$ cat config.mk
export PLATFORM = sky130hd
export DESIGN_NAME = charge_time_unit
export DESIGN_NICKNAME = d
export VERILOG_FILES = /design/src/ctu_pkg.sv /design/src/level_sync.sv /design/src/edge_channel.sv /design/src/charge_time_unit.sv
export SDC_FILE = /design/constraint.sdc
export NUM_CORES = 1
export LEC_CHECK = 0
export ABC_AREA = 1
export ABC_CLOCK_PERIOD_IN_PS = 2000
export BUFFER_PORTS_ARGS = -buffer_cell sky130_fd_sc_hd__buf_4
export CAP_MARGIN = 20
export CORE_ASPECT_RATIO = 0.9
export CORE_MARGIN = 4
export CORE_UTILIZATION = 44
export DETAILED_ROUTE_END_ITERATION = 10
export GPL_TIMING_DRIVEN = 0
export PLACE_DENSITY = 0.88
export REMOVE_ABC_BUFFERS = 1
export SETUP_SLACK_MARGIN = 0.5
export SLEW_MARGIN = 20
export SYNTH_ARGS = -nofsm -noshare
export SYNTH_HDL_FRONTEND = slang
export SYNTH_SLANG_ARGS = --single-unit
$ cat constraint.sdc
create_clock -name ref_clk -period 2 [get_ports ref_clk]
set_input_delay 0.4 -clock ref_clk [delete_from_list [all_inputs] [get_ports ref_clk]]
set_output_delay 0.4 -clock ref_clk [all_outputs]
set_load 0.02 [all_outputs]
$ cat src/ctu_pkg.sv
// constants shared by the charge and time measurement edge control block
`default_nettype none
package ctu_pkg;

    // register byte offsets
    localparam logic [7:0] OFS_CTL_HIGH = 8'h00;
    localparam logic [7:0] OFS_CTL_LOW  = 8'h04;
    localparam logic [7:0] OFS_CURRENT  = 8'h08;

    // reset values
    localparam logic [7:0] RST_CTL_HIGH = 8'h00;
    localparam logic [7:0] RST_CTL_LOW  = 8'h00;
    localparam logic [7:0] RST_CURRENT  = 8'h00;

    // measure_control_high fields
    localparam int HI_MODULE_ON   = 7;
    localparam int HI_IDLE_STOP   = 5;
    localparam int HI_DELAY_GEN   = 4;
    localparam int HI_EDGE_PASS   = 3;
    localparam int HI_EDGE_ORDER  = 2;
    localparam int HI_SRC_GROUND  = 1;
    localparam int HI_TRIGGER_ON  = 0;
    localparam logic [7:0] HI_WRITE_MASK = 8'hBF;

    // measure_control_low fields
    localparam int LO_CH2_POL     = 7;
    localparam int LO_CH2_SEL_LSB = 5;
    localparam int LO_CH1_POL     = 4;
    localparam int LO_CH1_SEL_LSB = 2;
    localparam int LO_CH2_SEEN    = 1;
    localparam int LO_CH1_SEEN    = 0;

    // measure_current_control fields
    localparam int CUR_RANGE_LSB = 0;
    localparam int CUR_TRIM_LSB  = 2;

    // edge source select codes
    localparam logic [1:0] SRC_PIN_ONE  = 2'h0;
    localparam logic [1:0] SRC_PIN_TWO  = 2'h1;
    localparam logic [1:0] SRC_UNIT_ONE = 2'h2;
    localparam logic [1:0] SRC_UNIT_TWO = 2'h3;

    // bus responses
    localparam logic [1:0] RESP_OKAY   = 2'h0;
    localparam logic [1:0] RESP_SLVERR = 2'h2;

    // register decode results
    localparam logic [1:0] IDX_HIGH    = 2'h0;
    localparam logic [1:0] IDX_LOW     = 2'h1;
    localparam logic [1:0] IDX_CURRENT = 2'h2;
    localparam logic [1:0] IDX_NONE    = 2'h3;

endpackage
`default_nettype wire

$ cat src/level_sync.sv
// two flip-flop level synchroniser
`timescale 1ns/1ps
`default_nettype none
module level_sync #(
    parameter int WIDTH = 2
) (
    input  wire logic             ref_clk,
    input  wire logic             rst,
    input  wire logic [WIDTH-1:0] async_in,
    output logic      [WIDTH-1:0] sync_out
);
    typedef struct packed {
        logic [WIDTH-1:0] stage1;
        logic [WIDTH-1:0] stage2;
    } state_s;

    state_s st_r;
    state_s st_nxt;

    always_comb begin
        st_nxt        = st_r;
        st_nxt.stage1 = async_in;
        st_nxt.stage2 = st_r.stage1;
    end

    always_ff @(posedge ref_clk or posedge rst) begin
        if (rst) begin
            st_r <= '0;
        end else begin
            st_r <= st_nxt;
        end
    end

    assign sync_out = st_r.stage2;
endmodule
`default_nettype wire

$ cat src/edge_channel.sv
// one edge channel: source select and polarity on in-domain levels
`timescale 1ns/1ps
`default_nettype none
module edge_channel (
    input  wire logic [3:0] sources,
    input  wire logic [1:0] source_sel,
    input  wire logic       polarity,
    output logic            event_level
);
    logic picked;

    always_comb begin
        case (source_sel)
            ctu_pkg::SRC_PIN_ONE:  picked = sources[0];
            ctu_pkg::SRC_PIN_TWO:  picked = sources[1];
            ctu_pkg::SRC_UNIT_ONE: picked = sources[2];
            default:               picked = sources[3];
        endcase
        // level, not transition: event follows the present level
        event_level = polarity ? picked : ~picked;
    end
endmodule
`default_nettype wire

$ cat src/charge_time_unit.sv
// charge time unit edge control with AXI4-Lite register slave
`timescale 1ns/1ps
`default_nettype none
module charge_time_unit #(
    parameter int ADDR_W = 8
) (
    input  wire logic              ref_clk,
    input  wire logic              rst,
    input  wire logic              edge_pin_one,
    input  wire logic              edge_pin_two,
    input  wire logic              unit_one_event,
    input  wire logic              unit_two_event,
    input  wire logic              chip_idle,
    input  wire logic [ADDR_W-1:0] s_axi_awaddr,
    input  wire logic [2:0]        s_axi_awprot,
    input  wire logic              s_axi_awvalid,
    output logic                   s_axi_awready,
    input  wire logic [31:0]       s_axi_wdata,
    input  wire logic [3:0]        s_axi_wstrb,
    input  wire logic              s_axi_wvalid,
    output logic                   s_axi_wready,
    output logic [1:0]             s_axi_bresp,
    output logic                   s_axi_bvalid,
    input  wire logic              s_axi_bready,
    input  wire logic [ADDR_W-1:0] s_axi_araddr,
    input  wire logic [2:0]        s_axi_arprot,
    input  wire logic              s_axi_arvalid,
    output logic                   s_axi_arready,
    output logic [31:0]            s_axi_rdata,
    output logic [1:0]             s_axi_rresp,
    output logic                   s_axi_rvalid,
    input  wire logic              s_axi_rready,
    output logic                   current_source_on,
    output logic                   source_ground,
    output logic                   delay_gen_on,
    output logic [2:0]             current_range_sel,
    output logic signed [7:0]      current_trim_pct,
    output logic                   adc_trigger
);
    typedef struct packed {
        logic [7:0]  ctl_hi;
        logic [7:0]  ctl_lo;
        logic [7:0]  cur;
        logic        aw_held;
        logic [7:0]  aw_addr;
        logic        w_held;
        logic [7:0]  w_data;
        logic        w_strb0;
        logic        bvalid;
        logic [1:0]  bresp;
        logic        rvalid;
        logic [31:0] rdata;
        logic [1:0]  rresp;
        logic        src_on;
        logic        gnd;
        logic        delay_on;
        logic        trig;
    } state_s;

    state_s st_r;
    state_s st_nxt;

    logic [1:0] pins_sync;
    logic [3:0] sources;
    logic       ch1_level;
    logic       ch2_level;
    logic       active;
    logic       active_nxt;
    logic       set1;
    logic       set2;
    logic       do_write;
    logic [1:0] wr_idx;
    logic [1:0] rd_idx;

    function automatic logic [1:0] reg_index(input logic [7:0] addr);
        if (addr == ctu_pkg::OFS_CTL_HIGH) begin
            reg_index = ctu_pkg::IDX_HIGH;
        end else if (addr == ctu_pkg::OFS_CTL_LOW) begin
            reg_index = ctu_pkg::IDX_LOW;
        end else if (addr == ctu_pkg::OFS_CURRENT) begin
            reg_index = ctu_pkg::IDX_CURRENT;
        end else begin
            reg_index = ctu_pkg::IDX_NONE;
        end
    endfunction

    // pins come from outside the clock domain
    level_sync #(
        .WIDTH(2)
    ) u_pin_sync (
        .ref_clk (ref_clk),
        .rst     (rst),
        .async_in({edge_pin_two, edge_pin_one}),
        .sync_out(pins_sync)
    );

    // capture unit triggers are already on ref_clk
    assign sources = {unit_two_event, unit_one_event, pins_sync};

    edge_channel u_ch1 (
        .sources    (sources),
        .source_sel (st_r.ctl_lo[ctu_pkg::LO_CH1_SEL_LSB +: 2]),
        .polarity   (st_r.ctl_lo[ctu_pkg::LO_CH1_POL]),
        .event_level(ch1_level)
    );

    edge_channel u_ch2 (
        .sources    (sources),
        .source_sel (st_r.ctl_lo[ctu_pkg::LO_CH2_SEL_LSB +: 2]),
        .polarity   (st_r.ctl_lo[ctu_pkg::LO_CH2_POL]),
        .event_level(ch2_level)
    );

    assign wr_idx   = reg_index(st_r.aw_addr);
    assign rd_idx   = reg_index(s_axi_araddr[7:0]);
    assign do_write = st_r.aw_held & st_r.w_held & ~st_r.bvalid;

    always_comb begin
        st_nxt = st_r;
        // module runs when enabled and not stopped by idle
        active = st_r.ctl_hi[ctu_pkg::HI_MODULE_ON]
               & ~(st_r.ctl_hi[ctu_pkg::HI_IDLE_STOP] & chip_idle);
        set1 = active & st_r.ctl_hi[ctu_pkg::HI_EDGE_PASS] & ch1_level;
        set2 = active & st_r.ctl_hi[ctu_pkg::HI_EDGE_PASS] & ch2_level
             & (~st_r.ctl_hi[ctu_pkg::HI_EDGE_ORDER]
                | st_r.ctl_lo[ctu_pkg::LO_CH1_SEEN]);

        // write address and data channels, either order
        if (s_axi_awvalid && s_axi_awready) begin
            st_nxt.aw_held = 1'b1;
            st_nxt.aw_addr = s_axi_awaddr[7:0];
        end
        if (s_axi_wvalid && s_axi_wready) begin
            st_nxt.w_held  = 1'b1;
            st_nxt.w_data  = s_axi_wdata[7:0];
            st_nxt.w_strb0 = s_axi_wstrb[0];
        end
        if (do_write) begin
            st_nxt.aw_held = 1'b0;
            st_nxt.w_held  = 1'b0;
            st_nxt.bvalid  = 1'b1;
            st_nxt.bresp   = ctu_pkg::RESP_OKAY;
            if (wr_idx == ctu_pkg::IDX_NONE) begin
                st_nxt.bresp = ctu_pkg::RESP_SLVERR;
            end else if (st_r.w_strb0) begin
                if (wr_idx == ctu_pkg::IDX_HIGH) begin
                    st_nxt.ctl_hi = st_r.w_data & ctu_pkg::HI_WRITE_MASK;
                end else if (wr_idx == ctu_pkg::IDX_LOW) begin
                    st_nxt.ctl_lo = st_r.w_data;
                end else begin
                    st_nxt.cur = st_r.w_data;
                end
            end
        end else if (st_r.bvalid && s_axi_bready) begin
            st_nxt.bvalid = 1'b0;
        end

        // hardware set wins over a software clear in the same cycle
        st_nxt.ctl_lo[ctu_pkg::LO_CH1_SEEN] = st_nxt.ctl_lo[ctu_pkg::LO_CH1_SEEN] | set1;
        st_nxt.ctl_lo[ctu_pkg::LO_CH2_SEEN] = st_nxt.ctl_lo[ctu_pkg::LO_CH2_SEEN] | set2;

        // read channel
        if (s_axi_arvalid && s_axi_arready) begin
            st_nxt.rvalid = 1'b1;
            st_nxt.rresp  = ctu_pkg::RESP_OKAY;
            st_nxt.rdata  = 32'h0000_0000;
            if (rd_idx == ctu_pkg::IDX_HIGH) begin
                st_nxt.rdata[7:0] = st_r.ctl_hi;
            end else if (rd_idx == ctu_pkg::IDX_LOW) begin
                st_nxt.rdata[7:0] = st_r.ctl_lo;
            end else if (rd_idx == ctu_pkg::IDX_CURRENT) begin
                st_nxt.rdata[7:0] = st_r.cur;
            end else begin
                st_nxt.rresp = ctu_pkg::RESP_SLVERR;
            end
        end else if (st_r.rvalid && s_axi_rready) begin
            st_nxt.rvalid = 1'b0;
        end

        // outputs follow the registers as they will stand next cycle
        active_nxt = st_nxt.ctl_hi[ctu_pkg::HI_MODULE_ON]
                   & ~(st_nxt.ctl_hi[ctu_pkg::HI_IDLE_STOP] & chip_idle);
        st_nxt.src_on = active_nxt
                      & (st_nxt.ctl_lo[ctu_pkg::LO_CH1_SEEN]
                         ^ st_nxt.ctl_lo[ctu_pkg::LO_CH2_SEEN]);
        st_nxt.gnd      = st_nxt.ctl_hi[ctu_pkg::HI_SRC_GROUND];
        st_nxt.delay_on = active_nxt & st_nxt.ctl_hi[ctu_pkg::HI_DELAY_GEN];
        // one pulse when the second edge closes the measurement
        st_nxt.trig = active & st_r.ctl_hi[ctu_pkg::HI_TRIGGER_ON]
                    & set2 & ~st_r.ctl_lo[ctu_pkg::LO_CH2_SEEN];
    end

    always_ff @(posedge ref_clk or posedge rst) begin
        if (rst) begin
            st_r        <= '0;
            st_r.ctl_hi <= ctu_pkg::RST_CTL_HIGH;
            st_r.ctl_lo <= ctu_pkg::RST_CTL_LOW;
            st_r.cur    <= ctu_pkg::RST_CURRENT;
        end else begin
            st_r <= st_nxt;
        end
    end

    assign s_axi_awready     = ~st_r.aw_held & ~st_r.bvalid;
    assign s_axi_wready      = ~st_r.w_held & ~st_r.bvalid;
    assign s_axi_bvalid      = st_r.bvalid;
    assign s_axi_bresp       = st_r.bresp;
    assign s_axi_arready     = ~st_r.rvalid;
    assign s_axi_rvalid      = st_r.rvalid;
    assign s_axi_rdata       = st_r.rdata;
    assign s_axi_rresp       = st_r.rresp;
    assign current_source_on = st_r.src_on;
    assign source_ground     = st_r.gnd;
    assign delay_gen_on      = st_r.delay_on;
    assign adc_trigger       = st_r.trig;

    // range code 11 selects nothing
    always_comb begin
        case (st_r.cur[ctu_pkg::CUR_RANGE_LSB +: 2])
            2'h0:    current_range_sel = 3'h1;
            2'h1:    current_range_sel = 3'h2;
            2'h2:    current_range_sel = 3'h4;
            default: current_range_sel = 3'h0;
        endcase
    end

    // two percent per signed trim step
    assign current_trim_pct = {{2{st_r.cur[7]}}, st_r.cur[7:2]} <<< 1;
endmodule
`default_nettype wire

==> impl_results.md <==
* Setup slack, reg-to-reg at -0.05 ns
* GRT Util Overall at 0.1740
* Num ports at 126
* Min Tclk post-route at 2.049 ns
* Clock share of power at 0.230
* Yosys cell types at 32
* Hold Vio Cnt, Final at 0
* CTS tree: built
* Commonest non-fill, non-tap cell in the layout: buf_4
* Pwr per Cell Area at 1181 nW/um2
* DP Worst Slack at -0.2234 ns
* P&R area growth vs syn at 26.78%
* Critical Path RT at 2.25 ns
* Peak supply drop at 0.5349 mV
* Residual DRC count at 0
* Yosys reg bits at 61
* Combinational power share at 0.358
* Synth Area in XOR/XNOR at 0
* DRT iter0 DRCs at 190
* Post-route setup TNS at -0.2769 ns
* Slew @ Worst Pin at between 0.7 and 0.8 ns
* Crit path DAT at 2.30 ns
* Pin count of the biggest net entering global routing at 62
* Final setup vio count at 11
* Die area at 8471 um2
* Width of the die at 96.58 um
* First drt pass iteration count at 4
* Max incr delay on CP at 0.39 ns
* Post-Route WL at around 7.2 mm
* Worst setup EP type: flip-flop
* NetSw at 1773 uW
* Vias in the first global route at 2361
* Worst slew margin at 0.5090
* Clock H-tree levels at 3
* Yosys Warn Count at 0
* RePlAce Congestion at 0.8743
* Cells along the critical path: nor4_2, nand2_2, nor2_4, inv_2, ha_4, nor2_4, buf_4, nand3_2, o21ai_0
* First-pass GRT wire length at ~11 mm
* Mux cell area share after synthesis at 0.02900
* DR vias at 2456
* Slew Limit Fails at 0
* Netlist Area Pre-Place at ~3100 um2
* Clk buf depth at 2
* Setup CP Type: flip-flop to flip-flop
* CP Max Fanout at 8
* Run status: finished, violations left
* Core area at 6726 um2
* Failing checks: negative setup slack
* Post-synthesis compound-gate area fraction at 0.1087
* Die Y at 87.72 um
* Post-Synth Adder-Cell Area at 0.01611
* Root Buffer: clkbuf_8
* Wire per inst at 14.43 um
* Pleak at 0.001908 uW
* FMAX at between 400 and 500 MHz
* Top cell by count, worst path: nor2_4
* Skew-Pair Late Insertion Delay at 0.34 ns
* Via density at around 4.9
* RSZ-0062 raised after global routing: true
* Clk sink count at 61
* Post-DP HPWL at 4.818 mm
* CTS Buf Count at 9
* Antenna violations before repair at 0
* Switching Share at 0.3810
* Reg clk slew, reported paths at 0.07 ns
* Worst Clk Skew at 0.007354 ns
* # Max-Cap Violations at 0
* Post-Synth Simple-Gate Area at 0.1933
* Port Buffers at 65
* Worst hold slack at 0.1729 ns
* Largest family of logic cells by synthesized area: simple AND/OR/NAND/NOR gates
* Nets at 481
* Post-synthesis sequential area ratio at 0.4913
* # hold bufs at CTS at 0
* Setup crit start kind: flip-flop
* Num rows at 28
* Starting Density at 0.4619
* # diodes at 0
* Crit-path slowest cell: dfrtp_1
* Tcrit/Tclk final at 1.024
* Sequential fraction of design power at 0.412
* Share of cells above drive strength 1 at 0.3932
* GRT Residual Overflow at 0
* Internal Power at 2880 uW
* Post-route ant nets at 0
* Most frequent cells in the layout: buf_4 (72), dfrtp_1 (60), nand2_1 (53), inv_1 (28), conb_1 (27)
* Mapped Cells at around 340
* Fill cell count at 554
* Setup ws final at -0.04851 ns
* Syn Area/Cell at 9.164 um2
* Worst hold path type: primary input to flip-flop
-- area by class of cell --
class,instances,area [um2],area share
Clock buffer,12,145.1,0.03685
Clock inverter,4,47.55,0.01207
Inverter,36,141.4,0.03590
Multi-Input combinational cell,223,1379,0.3501
Sequential cell,61,1528,0.3879
Tap cell,90,112.6,0.02859
Timing Repair Buffer,76,585.6,0.1487
-- cell usage after synthesis --
cell type / instances / area share
clkinv_1: 2 / 0.0024
nor2_8: 1 / 0.0064
a31oi_1: 10 / 0.020
a211oi_1: 1 / 0.0024
a21oi_2: 1 / 0.0028
conb_1: 1 / 0.0012
buf_4: 44 / 0.11
a21oi_1: 13 / 0.021
nand2_2: 4 / 0.0081
dfrtp_1: 61 / 0.49
nand3_4: 2 / 0.011
nor2_4: 2 / 0.0072
o21ai_2: 7 / 0.020
nand2_1: 67 / 0.081
nand3_1: 14 / 0.023
inv_1: 31 / 0.037
o21ai_4: 1 / 0.0052
nor3_1: 2 / 0.0032
ha_1: 4 / 0.016
o21ai_0: 16 / 0.026
inv_2: 3 / 0.0036
o22a_1: 1 / 0.0028
buf_6: 2 / 0.0072
nor2_1: 29 / 0.035
o21ai_1: 4 / 0.0064
nand3_2: 1 / 0.0032
o211ai_1: 1 / 0.0024
nor3_4: 2 / 0.010
or2_4: 1 / 0.0028
buf_2: 2 / 0.0032
nor4_1: 1 / 0.0020
mux2_2: 8 / 0.029
-- power groups by stage --
stage	sequential, uW	combinational, uW	clock [uW]
2_1_floorplan	1980	817	0
3_3_place_gp	1870	1430	0
3_5_place_dp	1890	1480	0
4_1_cts	1910	1590	1090
5_1_grt	1960	1830	1140
6_report	1920	1670	1070
-- sequential cells by signal, indices dropped and copies added (netlist names) --
register,flops
u_pin_sync.st_nxt,2
s_axi_bresp,1
s_axi_rdata,8
s_axi_bvalid,1
current_source_on,1
current_trim_pct,6
s_axi_rresp,1
u_pin_sync.sync_out,2
adc_trigger,1
st_r,36
delay_gen_on,1
s_axi_rvalid,1
-- final timing paths --
check                      depth (start not counted)                            from                               end
min reg2reg                                        0  u_pin_sync.st_nxt[1]$_DFF_PP0_  u_pin_sync.sync_out[1]$_DFF_PP0_
min in group asynchronous                          2                             rst        s_axi_rdata[0]$_DFFE_PP0P_
max reg2reg                                        9            st_r[59]$_DFFE_PP0P_   current_trim_pct[6]$_DFFE_PP0P_
max in group asynchronous                          2                             rst          s_axi_bvalid$_DFFE_PP0P_
max                                                9            st_r[59]$_DFFE_PP0P_   current_trim_pct[6]$_DFFE_PP0P_
min                                                1                    edge_pin_one    u_pin_sync.st_nxt[0]$_DFF_PP0_
-- critical path, delay by kind of cell (launching register included) --
kind / cells / cell delay (ns)
AND/OR/NAND/NOR: 5 / 0.94
flip-flops: 1 / 0.39
buffers and inverters: 2 / 0.24
AO/OA/AOI/OAI: 1 / 0.22
adder cells (fa/ha/maj): 1 / 0.16
-- metrics by stage --
stage          power, uW  utilization  area, um2  cells
2_1_floorplan       2795            -       2841    317
3_3_place_gp        3297       0.5117       3442    472
3_5_place_dp        3375       0.5121       3445    472
4_1_cts             4586       0.5725       3851    498
5_1_grt             4927       0.5856       3939    502
6_report            4653       0.5856       3939    502
-- layer usage --
layer,track usage,vias to the layer above,wire [um]
li1,-,1162,-
met1,0.2057,1153,2762
met4,0.05987,0,102
met5,0,-,0
met2,0.2951,130,3567
met3,0.06014,11,813
-- repair_timing --
action | CTS | global route
hold endpoints to repair | 0 | 0
buffers inserted | 8 | 3
pin swaps | 19 | 7
setup endpoints to repair | 30 | 45
resized for setup | 37 | 17
gates cloned | 2 | 1
-- kinds of logic after synthesis --
kind of cell | count (synthesis)
multiplexers | 8
adder cells (fa/ha/maj) | 4
AND/OR/NAND/NOR | 126
other | 1
buffers and inverters | 84
AO/OA/AOI/OAI | 55
flip-flops | 61
(Power assumes the default switching activity.)
